### src/inc/vmta_map.svh
`ifndef VMTA_MAP_SVH
`define VMTA_MAP_SVH
// Register byte offsets on the Wishbone slave
`define VMTA_CTRL_OFS 4'h0
`define VMTA_STAT_OFS 4'h4
`define VMTA_CTRL_RST 5'h00
// Control register field positions
`define VMTA_CTRL_HIRES 0
`define VMTA_CTRL_GFX 1
`define VMTA_CTRL_BLINK 2
`define VMTA_CTRL_L400 3
`define VMTA_CTRL_GL400 4
// Timing figures and derived counts
`define VMTA_CLK_NS 50
`define VMTA_DOT_NS 50
`define VMTA_CHAR_NS 400
`define VMTA_DOT_CYC ((`VMTA_DOT_NS + `VMTA_CLK_NS - 1) / `VMTA_CLK_NS)
`define VMTA_DOTS_PER_CHAR (`VMTA_CHAR_NS / `VMTA_DOT_NS)
`define VMTA_VSYNC_HZ 60
`define VMTA_CHAR_BLINK_HZ 1
`define VMTA_CUR_BLINK_HZ 2
`define VMTA_CHAR_TOG (`VMTA_VSYNC_HZ / (2 * `VMTA_CHAR_BLINK_HZ))
`define VMTA_CUR_TOG (`VMTA_VSYNC_HZ / (2 * `VMTA_CUR_BLINK_HZ))
`endif

### src/inc/vmta_pkg.sv
package vmta_pkg;
	// Johnson phases of the four-flop chain: one bit changes per step
	typedef enum logic [3:0] {
		PH0 = 4'b0000,
		PH1 = 4'b0001,
		PH2 = 4'b0011,
		PH3 = 4'b0111,
		PH4 = 4'b1111,
		PH5 = 4'b1110,
		PH6 = 4'b1100,
		PH7 = 4'b1000
	} vmta_phase_t;
	// Mode bits as software writes them
	typedef struct packed {
		logic four_hundred_gfx_line;
		logic four_hundred_line;
		logic blink_allow;
		logic graphics_mode;
		logic hi_res_enable;
	} vmta_ctrl_t;
	// Host request captured at slot start
	typedef struct packed {
		logic wr;
		logic [1:0] bank;
		logic [13:0] word;
		logic lane;
		logic [7:0] data;
	} vmta_host_t;
endpackage : vmta_pkg

### src/hw/vmta_top.sv
// Chosen here: register access over Wishbone and the placing of the registers.
`include "vmta_map.svh"
module vmta_top (
	// Clock and reset
	input wire logic CLOCK,
	input wire logic RESET_N,
	// Wishbone slave
	input wire logic WB_CYC_I,
	input wire logic WB_STB_I,
	input wire logic WB_WE_I,
	input wire logic [3:0] WB_ADR_I,
	input wire logic [3:0] WB_SEL_I,
	input wire logic [31:0] WB_DAT_I,
	output logic [31:0] WB_DAT_O,
	output logic WB_ACK_O,
	// Host I/O channel
	input wire logic HOST_SEL,
	input wire logic HOST_WR,
	input wire logic [16:0] HOST_ADDR,
	input wire logic [7:0] HOST_WDATA,
	output logic [7:0] HOST_RDATA,
	output logic HOST_RDY,
	output logic GFX_MEM_SELECT_N,
	// Raster controller
	input wire logic [13:1] DISP_ADDR,
	input wire logic [3:0] ROW_ADDR,
	input wire logic VSYNC,
	output logic WORD_HALF_SELECT,
	output logic CHAR_CLK,
	output logic DOT_CLK,
	// Dynamic RAM
	output logic RAS_N,
	output logic CAS_N,
	output logic ROW_COL_SELECT,
	output logic DISPLAY_CPU_SLOT,
	output logic [7:0] RAM_ADDR,
	output logic BANK_SELECT_0,
	output logic BANK_SELECT_1,
	output logic GFX_WRITE_ENABLE_N,
	output logic [1:0] LANE_WE_N,
	input wire logic [15:0] RAM_DQ_IN,
	output logic [15:0] RAM_DQ_OUT,
	output logic RAM_DQ_OE_N,
	output logic [1:0] READ_LANE_ENABLE_N,
	// Word latches and character path
	output logic FIRST_WORD_STROBE,
	output logic SECOND_WORD_STROBE,
	output logic [7:0] CHAR_CODE,
	output logic [7:0] ATTR_BITS,
	input wire logic FONT_DOUBLE,
	output logic [12:0] CGEN_ADDR,
	output logic CGEN_EN_N,
	input wire logic [7:0] CGEN_DATA,
	output logic SHIFT_LOAD_N,
	input wire logic UNDERLINE_IN,
	output logic [1:0] VIDEO_BITS,
	// Blink
	output logic CHAR_BLINK,
	output logic CURSOR_BLINK
);
	// Phase decode for the row and column strobes, one function each
	function automatic logic in_ras(input vmta_pkg::vmta_phase_t p);
		in_ras = (p != vmta_pkg::PH6) && (p != vmta_pkg::PH7);
	endfunction : in_ras

	function automatic logic in_cas(input vmta_pkg::vmta_phase_t p);
		in_cas = (p == vmta_pkg::PH1) || (p == vmta_pkg::PH2) ||
			(p == vmta_pkg::PH4) || (p == vmta_pkg::PH5);
	endfunction : in_cas

	vmta_pkg::vmta_ctrl_t ctrl;
	vmta_pkg::vmta_phase_t phase;
	vmta_pkg::vmta_phase_t next_phase;
	vmta_pkg::vmta_host_t hreq;
	logic div_tog;
	logic disp_slot;
	logic host_act;
	logic host_done;
	logic [15:0] w1;
	logic [15:0] w2;
	logic [15:0] rd_word;
	logic [15:0] shreg;
	logic [4:0] blink_cnt;
	logic char_ph;
	logic cur_ph;
	logic vsync_d;

	// Base clock enable: every clock in hi res, every other one otherwise
	wire base_en = ctrl.hi_res_enable | div_tog;
	wire char_end = base_en && (phase == vmta_pkg::PH7);
	wire cap1 = base_en && (phase == vmta_pkg::PH2);
	wire cap2 = base_en && (phase == vmta_pkg::PH5);
	wire half = (phase == vmta_pkg::PH3) || (phase == vmta_pkg::PH4) ||
		(phase == vmta_pkg::PH5) || (phase == vmta_pkg::PH6) ||
		(phase == vmta_pkg::PH7);
	wire l400 = ctrl.four_hundred_line & ctrl.hi_res_enable;
	wire gfx400 = ctrl.graphics_mode & ctrl.four_hundred_gfx_line;
	wire gfx200 = ctrl.graphics_mode & ~ctrl.four_hundred_gfx_line;

	// Display word address; row lines join the address in graphics
	wire [13:0] disp_word = gfx400 ? {ROW_ADDR[1:0], DISP_ADDR[11:1], half} :
		gfx200 ? {ROW_ADDR[1], DISP_ADDR[12:1], half} :
		{DISP_ADDR[13:1], half};
	wire [13:0] act_word = disp_slot ? disp_word : hreq.word;
	// Column is the low six bits, row the high eight
	wire [7:0] row_bits = act_word[13:6];
	wire [7:0] col_bits = {2'b00, act_word[5:0]};
	wire host_wr_now = host_act & hreq.wr;
	wire we_win = (phase == vmta_pkg::PH1) || (phase == vmta_pkg::PH2);
	wire [15:0] cur_word = disp_slot ? w1 : w2;

	// Johnson chain step: shift in the inverse of the last bit
	assign next_phase = vmta_pkg::vmta_phase_t'({phase[2:0], ~phase[3]});

	// Wishbone decode
	wire wb_req = WB_CYC_I & WB_STB_I & ~WB_ACK_O;
	wire hit_ctrl = WB_ADR_I == `VMTA_CTRL_OFS;
	wire hit_stat = WB_ADR_I == `VMTA_STAT_OFS;
	wire ctrl_wr = wb_req & WB_WE_I & hit_ctrl & WB_SEL_I[0];
	wire [31:0] stat_word = {24'h0000_00, phase, CURSOR_BLINK, CHAR_BLINK, host_act, disp_slot};
	wire [31:0] rd_mux = hit_ctrl ? {27'h000_0000, ctrl} : hit_stat ? stat_word : 32'h0000_0000;

	// Bus slave: one wait cycle, unmapped reads give zero
	always_ff @(posedge CLOCK or negedge RESET_N)
	begin
		if (!RESET_N)
		begin
			WB_ACK_O <= 1'b0;
			WB_DAT_O <= 32'h0000_0000;
			ctrl <= `VMTA_CTRL_RST;
		end
		else
		begin
			WB_ACK_O <= wb_req;
			if (wb_req)
				WB_DAT_O <= rd_mux;
			if (ctrl_wr)
				ctrl <= WB_DAT_I[4:0];
		end
	end

	// Divide-by-two flop and four-flop timing chain
	always_ff @(posedge CLOCK or negedge RESET_N)
	begin
		if (!RESET_N)
		begin
			div_tog <= 1'b0;
			phase <= vmta_pkg::PH0;
		end
		else
		begin
			div_tog <= ~div_tog;
			if (base_en)
				phase <= next_phase;
		end
	end

	// Slot arbitration: raster and host take turns
	always_ff @(posedge CLOCK or negedge RESET_N)
	begin
		if (!RESET_N)
		begin
			disp_slot <= 1'b1;
			host_act <= 1'b0;
			host_done <= 1'b0;
			hreq <= '0;
		end
		else
		begin
			if (char_end)
				disp_slot <= ~disp_slot;
			// Request is frozen at slot start so the bus can change later
			if (char_end && disp_slot && HOST_SEL && !host_done)
			begin
				host_act <= 1'b1;
				hreq <= {HOST_WR, HOST_ADDR[16:15], HOST_ADDR[14:1], HOST_ADDR[0], HOST_WDATA};
			end
			else if (char_end)
				host_act <= 1'b0;
			// Done stays set until the host drops its select
			if (char_end && host_act)
				host_done <= 1'b1;
			else if (!HOST_SEL)
				host_done <= 1'b0;
		end
	end

	// Host handshake pins
	always_ff @(posedge CLOCK or negedge RESET_N)
	begin
		if (!RESET_N)
		begin
			GFX_MEM_SELECT_N <= 1'b1;
			HOST_RDY <= 1'b1;
		end
		else
		begin
			GFX_MEM_SELECT_N <= ~HOST_SEL;
			HOST_RDY <= ~HOST_SEL | host_done | (char_end & host_act);
		end
	end

	// RAM strobes and address multiplexer, all registered
	always_ff @(posedge CLOCK or negedge RESET_N)
	begin
		if (!RESET_N)
		begin
			RAS_N <= 1'b1;
			CAS_N <= 1'b1;
			ROW_COL_SELECT <= 1'b0;
			DISPLAY_CPU_SLOT <= 1'b1;
			WORD_HALF_SELECT <= 1'b0;
			RAM_ADDR <= 8'h00;
			BANK_SELECT_0 <= 1'b0;
			BANK_SELECT_1 <= 1'b0;
		end
		else
		begin
			RAS_N <= ~in_ras(phase);
			CAS_N <= ~in_cas(phase);
			ROW_COL_SELECT <= phase != vmta_pkg::PH0;
			DISPLAY_CPU_SLOT <= disp_slot;
			WORD_HALF_SELECT <= half;
			RAM_ADDR <= (phase == vmta_pkg::PH0) ? row_bits : col_bits;
			// Display reads the one bank with both selects high; host picks one of four
			BANK_SELECT_0 <= disp_slot | ~hreq.bank[0];
			BANK_SELECT_1 <= disp_slot | hreq.bank[1];
		end
	end

	// Write path: byte on both lanes, only one lane strobed
	always_ff @(posedge CLOCK or negedge RESET_N)
	begin
		if (!RESET_N)
		begin
			GFX_WRITE_ENABLE_N <= 1'b1;
			LANE_WE_N <= 2'b11;
			RAM_DQ_OUT <= 16'h0000;
			RAM_DQ_OE_N <= 1'b1;
		end
		else
		begin
			GFX_WRITE_ENABLE_N <= ~(host_wr_now & we_win);
			LANE_WE_N[0] <= ~(host_wr_now & we_win & ~hreq.lane);
			LANE_WE_N[1] <= ~(host_wr_now & we_win & hreq.lane);
			RAM_DQ_OUT <= {hreq.data, hreq.data};
			RAM_DQ_OE_N <= ~host_wr_now;
		end
	end

	// Read capture: full word latched, then one byte to the host
	always_ff @(posedge CLOCK or negedge RESET_N)
	begin
		if (!RESET_N)
		begin
			rd_word <= 16'h0000;
			HOST_RDATA <= 8'h00;
			READ_LANE_ENABLE_N <= 2'b11;
		end
		else
		begin
			if (cap1 && host_act && !hreq.wr)
				rd_word <= RAM_DQ_IN;
			if (char_end && host_act && !hreq.wr)
			begin
				HOST_RDATA <= hreq.lane ? rd_word[15:8] : rd_word[7:0];
				READ_LANE_ENABLE_N <= {~hreq.lane, hreq.lane};
			end
			else if (!HOST_SEL)
				READ_LANE_ENABLE_N <= 2'b11;
		end
	end

	// Display word latches on the two CAS windows
	always_ff @(posedge CLOCK or negedge RESET_N)
	begin
		if (!RESET_N)
		begin
			w1 <= 16'h0000;
			w2 <= 16'h0000;
			FIRST_WORD_STROBE <= 1'b0;
			SECOND_WORD_STROBE <= 1'b0;
		end
		else
		begin
			FIRST_WORD_STROBE <= cap1 & disp_slot;
			SECOND_WORD_STROBE <= cap2 & disp_slot;
			if (cap1 && disp_slot)
				w1 <= RAM_DQ_IN;
			if (cap2 && disp_slot)
				w2 <= RAM_DQ_IN;
		end
	end

	// Font lookup two phases ahead of the load, fed by the current word
	always_ff @(posedge CLOCK or negedge RESET_N)
	begin
		if (!RESET_N)
		begin
			CGEN_ADDR <= 13'h0000;
			CGEN_EN_N <= 1'b1;
			CHAR_CODE <= 8'h00;
			ATTR_BITS <= 8'h00;
		end
		else
		begin
			CGEN_EN_N <= ctrl.graphics_mode;
			if (cap2)
			begin
				CHAR_CODE <= cur_word[7:0];
				ATTR_BITS <= cur_word[15:8];
				CGEN_ADDR <= {FONT_DOUBLE, cur_word[7:0], ROW_ADDR};
			end
		end
	end

	// Dot shifter: one bit per dot in text, two pixel bits in graphics
	always_ff @(posedge CLOCK or negedge RESET_N)
	begin
		if (!RESET_N)
		begin
			shreg <= 16'h0000;
			SHIFT_LOAD_N <= 1'b1;
			VIDEO_BITS <= 2'b00;
		end
		else
		begin
			SHIFT_LOAD_N <= ~char_end;
			if (char_end)
				shreg <= ctrl.graphics_mode ? cur_word : {CGEN_DATA, 8'h00};
			else if (base_en)
				shreg <= ctrl.graphics_mode ? {shreg[13:0], 2'b00} : {shreg[14:0], 1'b0};
			if (base_en)
				VIDEO_BITS <= ctrl.graphics_mode ? shreg[15:14] : {1'b0, shreg[15] | UNDERLINE_IN};
		end
	end

	// Clock enable pulses to the raster side
	always_ff @(posedge CLOCK or negedge RESET_N)
	begin
		if (!RESET_N)
		begin
			DOT_CLK <= 1'b0;
			CHAR_CLK <= 1'b0;
		end
		else
		begin
			DOT_CLK <= base_en;
			CHAR_CLK <= char_end;
		end
	end

	// Blink divider counted in frames on the vsync rising edge
	wire vs_rise = VSYNC & ~vsync_d;
	wire cur_wrap = (blink_cnt == 5'(`VMTA_CUR_TOG - 1)) || (blink_cnt == 5'(`VMTA_CHAR_TOG - 1));
	always_ff @(posedge CLOCK or negedge RESET_N)
	begin
		if (!RESET_N)
		begin
			vsync_d <= 1'b0;
			blink_cnt <= 5'h00;
			char_ph <= 1'b0;
			cur_ph <= 1'b0;
			CHAR_BLINK <= 1'b0;
			CURSOR_BLINK <= 1'b0;
		end
		else
		begin
			vsync_d <= VSYNC;
			if (vs_rise)
			begin
				blink_cnt <= (blink_cnt == 5'(`VMTA_CHAR_TOG - 1)) ? 5'h00 : blink_cnt + 5'h01;
				if (blink_cnt == 5'(`VMTA_CHAR_TOG - 1))
					char_ph <= ~char_ph;
				if (cur_wrap)
					cur_ph <= ~cur_ph;
			end
			CHAR_BLINK <= char_ph & ctrl.blink_allow;
			CURSOR_BLINK <= cur_ph;
		end
	end
endmodule : vmta_top

### config.mk
export PLATFORM = sky130hd
export DESIGN_NAME = vmta_top
export DESIGN_NICKNAME = d
export VERILOG_FILES = /design/src/inc/vmta_pkg.sv /design/src/hw/vmta_top.sv
export VERILOG_INCLUDE_DIRS = /design/src /design/src/inc
export SDC_FILE = /design/constraint.sdc
export NUM_CORES = 1
export LEC_CHECK = 0
export BUFFER_PORTS_ARGS = -buffer_cell sky130_fd_sc_hd__buf_2
export CAP_MARGIN = 0
export CELL_PAD_IN_SITES_DETAIL_PLACEMENT = 0
export CELL_PAD_IN_SITES_GLOBAL_PLACEMENT = 2
export CORE_MARGIN = 1
export CORE_UTILIZATION = 39
export CTS_BUF_LIST = sky130_fd_sc_hd__clkbuf_2
export DETAILED_ROUTE_END_ITERATION = 8
export PLACE_DENSITY_LB_ADDON = 0.1
export REMOVE_ABC_BUFFERS = 1
export SLEW_MARGIN = 20
export SYNTH_ARGS = -nofsm -noshare
export SYNTH_HDL_FRONTEND = slang
export SYNTH_SLANG_ARGS = --single-unit
### constraint.sdc
create_clock -name CLOCK -period 3.1 [get_ports CLOCK]
set_input_delay 0.31 -clock CLOCK [delete_from_list [all_inputs] [get_ports CLOCK]]
set_output_delay 0.31 -clock CLOCK [all_outputs]
set_load 0.1 [all_outputs]
==> reports/metrics.csv, run 1 <==
stage,metric,value,unit
run_status,outcome,finished clean,
detailed_routing,Met3 Routed Length,812,µm
die,Horiz. Die Dim,150,µm
sta,Final Hold Fails,0,
clock_network,Inserted Clock Buffers,17,
logic_synthesis,"FF+latch count, synth",190,
sta,Slew @ Worst Pin,1.01,ns
worst_setup_path,Worst R2R End,ctrl[1],
logic_synthesis,"EDFF count, synth",0,
detailed_routing,drt pass-1 iters,4,
layout,Util after Layout,49.2,%
hold_path,Hold Path Cell Cnt,4,
detailed_routing,# DRC,0,
logic_synthesis,most frequent cell after synthesis,dfrtp_1,
sta,final setup TNS,0,ns
place,hpwl dp,12800,µm
logic_synthesis,leading post-synthesis cells by cell area,"dfrtp_1 (52%), mux2_2 (10%), mux2_4 (9.9%)",
logic_synthesis,prevailing post-synth register cell,dfrtp_1,
layout,FILL cells,1921,
clock_network,Longest Clk Path Bufs,2,
flow_run,max-cap viol count,0,
place,IO buf count,180,
clock_network,Skew-Pair Late Insertion Delay,0.74,ns
worst_setup_path,WP data required,3.74,ns
worst_setup_path,Reg2Reg Depth,5,
logic_synthesis,most frequent cells after synthesis,"dfrtp_1 (176), mux2_2 (78), mux2_4 (56)",
die,FP Rows,53,
logic_synthesis,mapped cell area,8500,µm²
logic_synthesis,leading area contributor after synthesis,dfrtp_1,
worst_setup_path,Reg2Reg Launch Point,WB_ACK_O,
die,CORE AREA,21200,µm²
worst_setup_path,Crit Path Category,reg2reg,
sta,period utilisation layout,76.7,%
detailed_routing,WL/cell,17.1,µm
clock_network,"Reg clk slew, reported paths",0.29,ns
clock_network,post-CTS sizing,0,
detailed_routing,DR iter-0 viols,237,
place,Placer Congestion,0.733,
sta,fin crit period,2.38,ns
hold_path,Hold Crit Class,in2reg,
die,I/O Pins,235,
logic_synthesis,post-synthesis sequential area ratio,56.1,%
sta,fmax,0.420,GHz
detailed_routing,via/cell ratio,4.86,
clock_network,Clock Sinks,190,
global_route,first-pass GRT wire length,30700,µm
power_and_ir_drop,Max VDD drop,0.000762,V
sta,count of final setup violators,0,
logic_synthesis,post-synth top area share,51.8,%
sta,Fin Clk Skew,0.0527,ns
logic_synthesis,Syn Area/Cell,14.5,µm²
hold_path,Hold EP,WB_DAT_O[3],
global_route,initial antenna violation count,1,
worst_setup_path,startpoint types,flip-flop,
sta,final hold slack,0.104,ns
global_route,largest net degree at the start of global routing,68,
hold_path,hold wc startpoint,WB_ADR_I[1],
die,Starting Density,40.1,%
sta,unrepaired setup endpoints after global routing,false,
logic_synthesis,Yosys cell types,56,
sta,Rel. slew slack,32.8,%
layout,Multi-input gate area,3180,µm²
clock_network,TritonCTS clock tree,built,
layout,register area,4770,µm²
sta,final slew viol count,0,
detailed_routing,total number of vias,5433,
logic_synthesis,Synth warnings,0,
worst_setup_path,Crit path arrival time,3.01,ns
clock_network,htree depth,4,
detailed_routing,wire length on met1,8960,µm
global_route,total grt overflow,0,
layout,share of layout cells above drive strength 1,46.3,%
clock_network,Root Driver,clkbuf_2,
die,full die area,22400,µm²
worst_setup_path,R2R setup slack,0.72,ns
power_and_ir_drop,Pwr per Cell Area,1060,nW/µm²
detailed_routing,total wire length,19200,µm
layout,NumNets Final,948,
power_and_ir_drop,Pleak,5.09,nW
detailed_routing,met2 wire len,9140,µm
clock_network,total setup buffers inserted after CTS,0,
detailed_routing,ANT nets after route,0,
global_route,GR Util All Layers,18.1,%
global_route,number of global-route vias before repair,5732,
detailed_routing,highest routed metal layer,met4,
worst_setup_path,Crit Path Max Fanout,9,
layout,P&R area growth vs syn,22.9,%
logic_synthesis,fraction of registers with async set or reset after synthesis,100,%
die,Die H,150,µm
logic_synthesis,Synth Instances,586,
worst_setup_path,CP endpoint kind,flip-flop,
through the flow:
step           worst slack [ns]  cell area (µm²)  power [mW]  std cells
2_1_floorplan             0.208             8000        8.60        536
3_3_place_gp              0.825             9350        9.64       1003
3_5_place_dp              0.784             9350        9.73       1003
4_1_cts                   0.725            10400        11.2       1117
5_1_grt                   0.625            10400        11.6       1119
6_report                  0.721            10400        11.1       1119
cells by family after synthesis:
family,after synthesis,synth area share [%]
xor gates and xnor gates,3,0.309
buffers and inverters,84,7.47
AOI/OAI and AO/OA,42,3.87
and+or+nand+nor,96,6.90
DFF,190,56.1
other,1,0.0441
adders and majority gates,3,0.441
muxes,167,24.8
flip-flops by register name (all words and copies together), names as in the netlist, 4 cells and up:
register,flops
RAM_ADDR,8
w1,16
ctrl,5
HOST_RDATA,8
w2,16
ATTR_BITS,8
hreq,26
WB_DAT_O,8
rd_word,16
phase,4
RAM_DQ_OUT,8
blink_cnt,5
CGEN_ADDR,6
CHAR_CODE,7
shreg,16
power breakdown:
part	switching [mW]	internal (mW)	total, mW	leakage [nW]
Clock	0.896	0.391	1.29	0.139
Sequential	0.598	3.36	3.96	2.41
Combinational	4.19	1.63	5.82	2.54
Total	5.68	5.38	11.1	5.09
placed cells by master, fill, tap and decap left out, drive strengths merged, types with 5 or more instances in the layout:
| master | netlist | routed |
|---|---|---|
| and2 | 5 | 5 |
| nand2 | 22 | 22 |
| o21ai | 8 | 8 |
| clkbuf | 8 | 19 |
| conb | 1 | 24 |
| o311ai | 7 | 7 |
| dfstp | 14 | 14 |
| inv | 11 | 16 |
| dfrtp | 176 | 176 |
| nand4 | 9 | 9 |
| nor2 | 26 | 26 |
| a22o | 5 | 5 |
| a221oi | 13 | 13 |
| mux2 | 134 | 134 |
| nand2b | 6 | 6 |
| dlygate4sd3 | 0 | 81 |
| mux4 | 5 | 5 |
| buf | 65 | 192 |
| mux2i | 28 | 28 |
routing by layer:
layer / track usage, % / vias to the layer above
met5: 0 / -
met4: 5.56 / 0
met1: 24.4 / 2783
met2: 29.2 / 140
met3: 3.93 / 17
li1: - / 2493
critical path: stages, from the launching register on:
cell	delay [ns]
dfrtp_1	0.45
nand3b_2	0.20
dlygate4sd3_1	0.70
inv_2	0.19
and4_1	0.37
mux2_2	0.36
worst max-delay path by stage:
stage               end  slack, ns      from  cells past startpoint
6_report        ctrl[1]       0.72  WB_ACK_O                      5
5_1_grt         ctrl[0]       0.62  WB_ACK_O                      5
4_1_cts         hreq[4]       0.73  phase[2]                      5
3_5_place_dp   hreq[11]       0.78  phase[2]                      5
3_3_place_gp   hreq[16]       0.83  phase[1]                      5
2_1_floorplan  hreq[10]       0.21   div_tog                      4
repair_timing:
action / 4_1_cts / 5_1_grt
hold endpoints to repair: 299 / 0
hold buffers: 82 / 0
setup endpoints to repair: 0 / 0
final cells by class:
class | count | area share [%]
clock inverters | 14 | 1.53
inverters | 11 | 0.395
multi-input cells | 335 | 30.5
diodes | 2 | 0.0479
flip-flops and latches | 190 | 45.7
clock buffers | 18 | 0.862
repair buffers | 274 | 17.7
well taps | 275 | 3.29
No activity file was read; power rests on OpenSTA's default activity.
==> run 2, diff against run 1 <==
--- a/config.mk
+++ b/config.mk
@@ -11,7 +11,7 @@
 export CELL_PAD_IN_SITES_DETAIL_PLACEMENT = 0
 export CELL_PAD_IN_SITES_GLOBAL_PLACEMENT = 2
 export CORE_MARGIN = 1
-export CORE_UTILIZATION = 39
+export CORE_UTILIZATION = 33
 export CTS_BUF_LIST = sky130_fd_sc_hd__clkbuf_2
 export DETAILED_ROUTE_END_ITERATION = 8
 export PLACE_DENSITY_LB_ADDON = 0.1
==> constraint.sdc (replaced) <==
create_clock -name CLOCK -period 2.1 [get_ports CLOCK]
set_input_delay 0.21 -clock CLOCK [delete_from_list [all_inputs] [get_ports CLOCK]]
set_output_delay 0.21 -clock CLOCK [all_outputs]
set_load 0.1 [all_outputs]
==> run 2 against run 1 <==
The run now ends with setup timing left; global-route usage is 2.2 points lower; via count up 0.94%; final cell count up 7.4%; first-iteration DRC count down 22%; sequential share of layout area down 1.8 points; critical path depth is 2 higher; clock power increased by 39%; register-to-register slack got worse by 0.63 ns; sequential power rose by 46%; worst hold slack better by 0.094 ns; total power rose by 48%; combinational power increased by 50%.
==> reports/metrics.csv, run 2 (same netlist as run 1, synthesis figures left out) <==
stage,metric,value,unit
place,Placer Congestion,0.718,
clock_network,total setup buffers inserted after CTS,0,
layout,most frequent cells in the layout,"dfrtp_1 (175), buf_2 (170), dlygate4sd3_1 (93)",
run_status,outcome,"complete, but fails checks",
layout,design area,10900,µm²
detailed_routing,total number of vias,5484,
layout,NumNets Final,976,
worst_setup_path,"Top cell by count, worst path",dlygate4sd3_1,
sta,fmax,0.471,GHz
die,full die area,26400,µm²
die,FP Rows,58,
global_route,initial antenna violation count,1,
worst_setup_path,WP data required,2.83,ns
detailed_routing,# DRC,0,
worst_setup_path,CP Depth,7,
sta,count of final setup violators,1,
power_and_ir_drop,Pwr per Cell Area,1500,nW/µm²
global_route,largest net degree at the start of global routing,47,
worst_setup_path,startpoint types,input port,
flow_run,max-cap viol count,0,
layout,max reg flops,26,
worst_setup_path,CP Buf/Inv Count,4,
clock_network,Root Driver,clkbuf_2,
detailed_routing,DR iter-0 viols,184,
die,CORE AREA,25300,µm²
sta,final slew viol count,0,
clock_network,Inserted Clock Buffers,17,
layout,fin cells,1202,
die,I/O Pins,235,
clock_network,TritonCTS clock tree,built,
run_status,failing checks,setup timing,
power_and_ir_drop,Max VDD drop,0.000954,V
sta,Slew @ Worst Pin,0.621,ns
detailed_routing,WL/cell,16.7,µm
die,Starting Density,33.7,%
worst_setup_path,Reg2Reg Launch Point,WB_ACK_O,
sta,final hold slack,0.198,ns
worst_setup_path,crit path launch,WB_ADR_I[1],
global_route,first-pass GRT wire length,31900,µm
place,hpwl dp,13600,µm
clock_network,Longest Clk Path Bufs,2,
worst_setup_path,Crit path arrival time,2.85,ns
worst_setup_path,"delay-heaviest family, CP",buffers and inverters,
worst_setup_path,Crit path largest cell delay,0.75,ns
place,IO buf count,180,
worst_setup_path,Crit-path slowest cell,dlygate4sd3_1,
sta,Rel. slew slack,58.6,%
clock_network,Skew-Pair Late Insertion Delay,0.75,ns
worst_setup_path,Reg2Reg Depth,5,
sta,fin crit period,2.12,ns
detailed_routing,drt pass-1 iters,4,
global_route,number of global-route vias before repair,5717,
worst_setup_path,CP endpoint kind,flip-flop,
global_route,GR Util All Layers,15.9,%
sta,Fin Clk Skew,0.0541,ns
worst_setup_path,Crit Path Max Fanout,5,
worst_setup_path,crit-path cells,dlygate4sd3_1 > buf_2 > nor4b_2 > dlygate4sd3_1 > a221oi_1 > dlygate4sd3_1 > nor2_1,
detailed_routing,total wire length,20000,µm
sta,post-route setup slack,-0.0225,ns
die,Die H,163,µm
clock_network,htree depth,4,
global_route,total grt overflow,0,
layout,largest reg by FF count,hreq,
layout,P&R area growth vs syn,27.9,%
hold_path,Hold Crit Class,in2reg,
clock_network,Clock Sinks,190,
place,Place WS,0.255,ns
sta,Final Hold Fails,0,
die,Horiz. Die Dim,163,µm
worst_setup_path,Crit Path Category,in2reg,
layout,share of layout cells above drive strength 1,46.9,%
hold_path,hold wc startpoint,HOST_ADDR[2],
detailed_routing,via/cell ratio,4.56,
worst_setup_path,CP endpoint,WB_DAT_O[2],
clock_network,"Reg clk slew, reported paths",0.32,ns
worst_setup_path,Worst R2R End,ctrl[0],
worst_setup_path,R2R setup slack,0.09,ns
place,Placed Instance Area,9660,µm²
sta,period utilisation layout,101,%
power_and_ir_drop,Pleak,5.28,nW
place,# placed instances,1074,
layout,"commonest non-fill, non-tap cell in the layout",dfrtp_1,
detailed_routing,ANT nets after route,0,
## run 2: cell types whose count changed in the layout (fill, tap and decap cells not counted), sizes merged
cell | previous run | this run
dlygate4sd3 | 81 | 93
clkbuf | 19 | 27
bufinv | 2 | 0
buf | 192 | 199
inv | 16 | 18
clkinv | 3 | 8
clkinvlp | 4 | 0
## run 2: area by class of cell
class	count	area [µm²]
Fill cell	2434	14400
Sequential cell	190	4770
Clock inverter	15	150
Clock buffer	17	85.1
Timing Repair Buffer	302	2230
Inverter	11	41.3
Tap cell	330	413
Multi-Input combinational cell	335	3180
Antenna cell	2	5.00
## run 2: worst reg2reg max path: stages, from the launching register on
cell and delay (ns):
dfrtp_1 0.45, nand3b_2 0.22, inv_2 0.06, and4_2 0.32
mux2_2 0.35, dlygate4sd3_1 0.55
## run 2: what timing repair did
action | in CTS | in global routing
resized for setup | 0 | 10
hold endpoints to repair | 313 | 0
hold buffers | 94 | 0
endpoints found under the setup margin | 0 | 12
## run 2: report_power, final
part           internal, mW  total (mW)  switching (mW)
sequential             4.96        5.79           0.831
clock                 0.384        1.79            1.41
combinational          2.49        8.74            6.25
## run 2: how the worst min path moves through the flow
stage / slack (ns) / endpoint / depth (start not counted)
2_1_floorplan: -0.09 / ATTR_BITS[0] / 0
3_3_place_gp: 0.22 / CGEN_ADDR[0] / 1
3_5_place_dp: 0.22 / vsync_d / 1
4_1_cts: 0.08 / hreq[21] / 3
5_1_grt: 0.05 / CGEN_ADDR[12] / 3
6_report: 0.20 / hreq[10] / 3
## run 2: metrics by stage
stage,TNS [ns],utilization [%],power [mW]
final,-0.0225,43.1,16.3
after global placement,0,38.2,14.4
after global routing,-0.000492,43.1,17.2
after floorplan,-66.76,-,12.7
after detailed placement,0,38.2,14.5
after CTS,0,43.0,16.5
## run 2: metal layers
metal	routed length (µm)	vias to the layer above	track usage, %
li1	-	2568	-
met1	9300	2778	21.6
met2	9720	122	25.7
met3	802	16	3.87
met4	188	0	3.60
met5	0	-	0
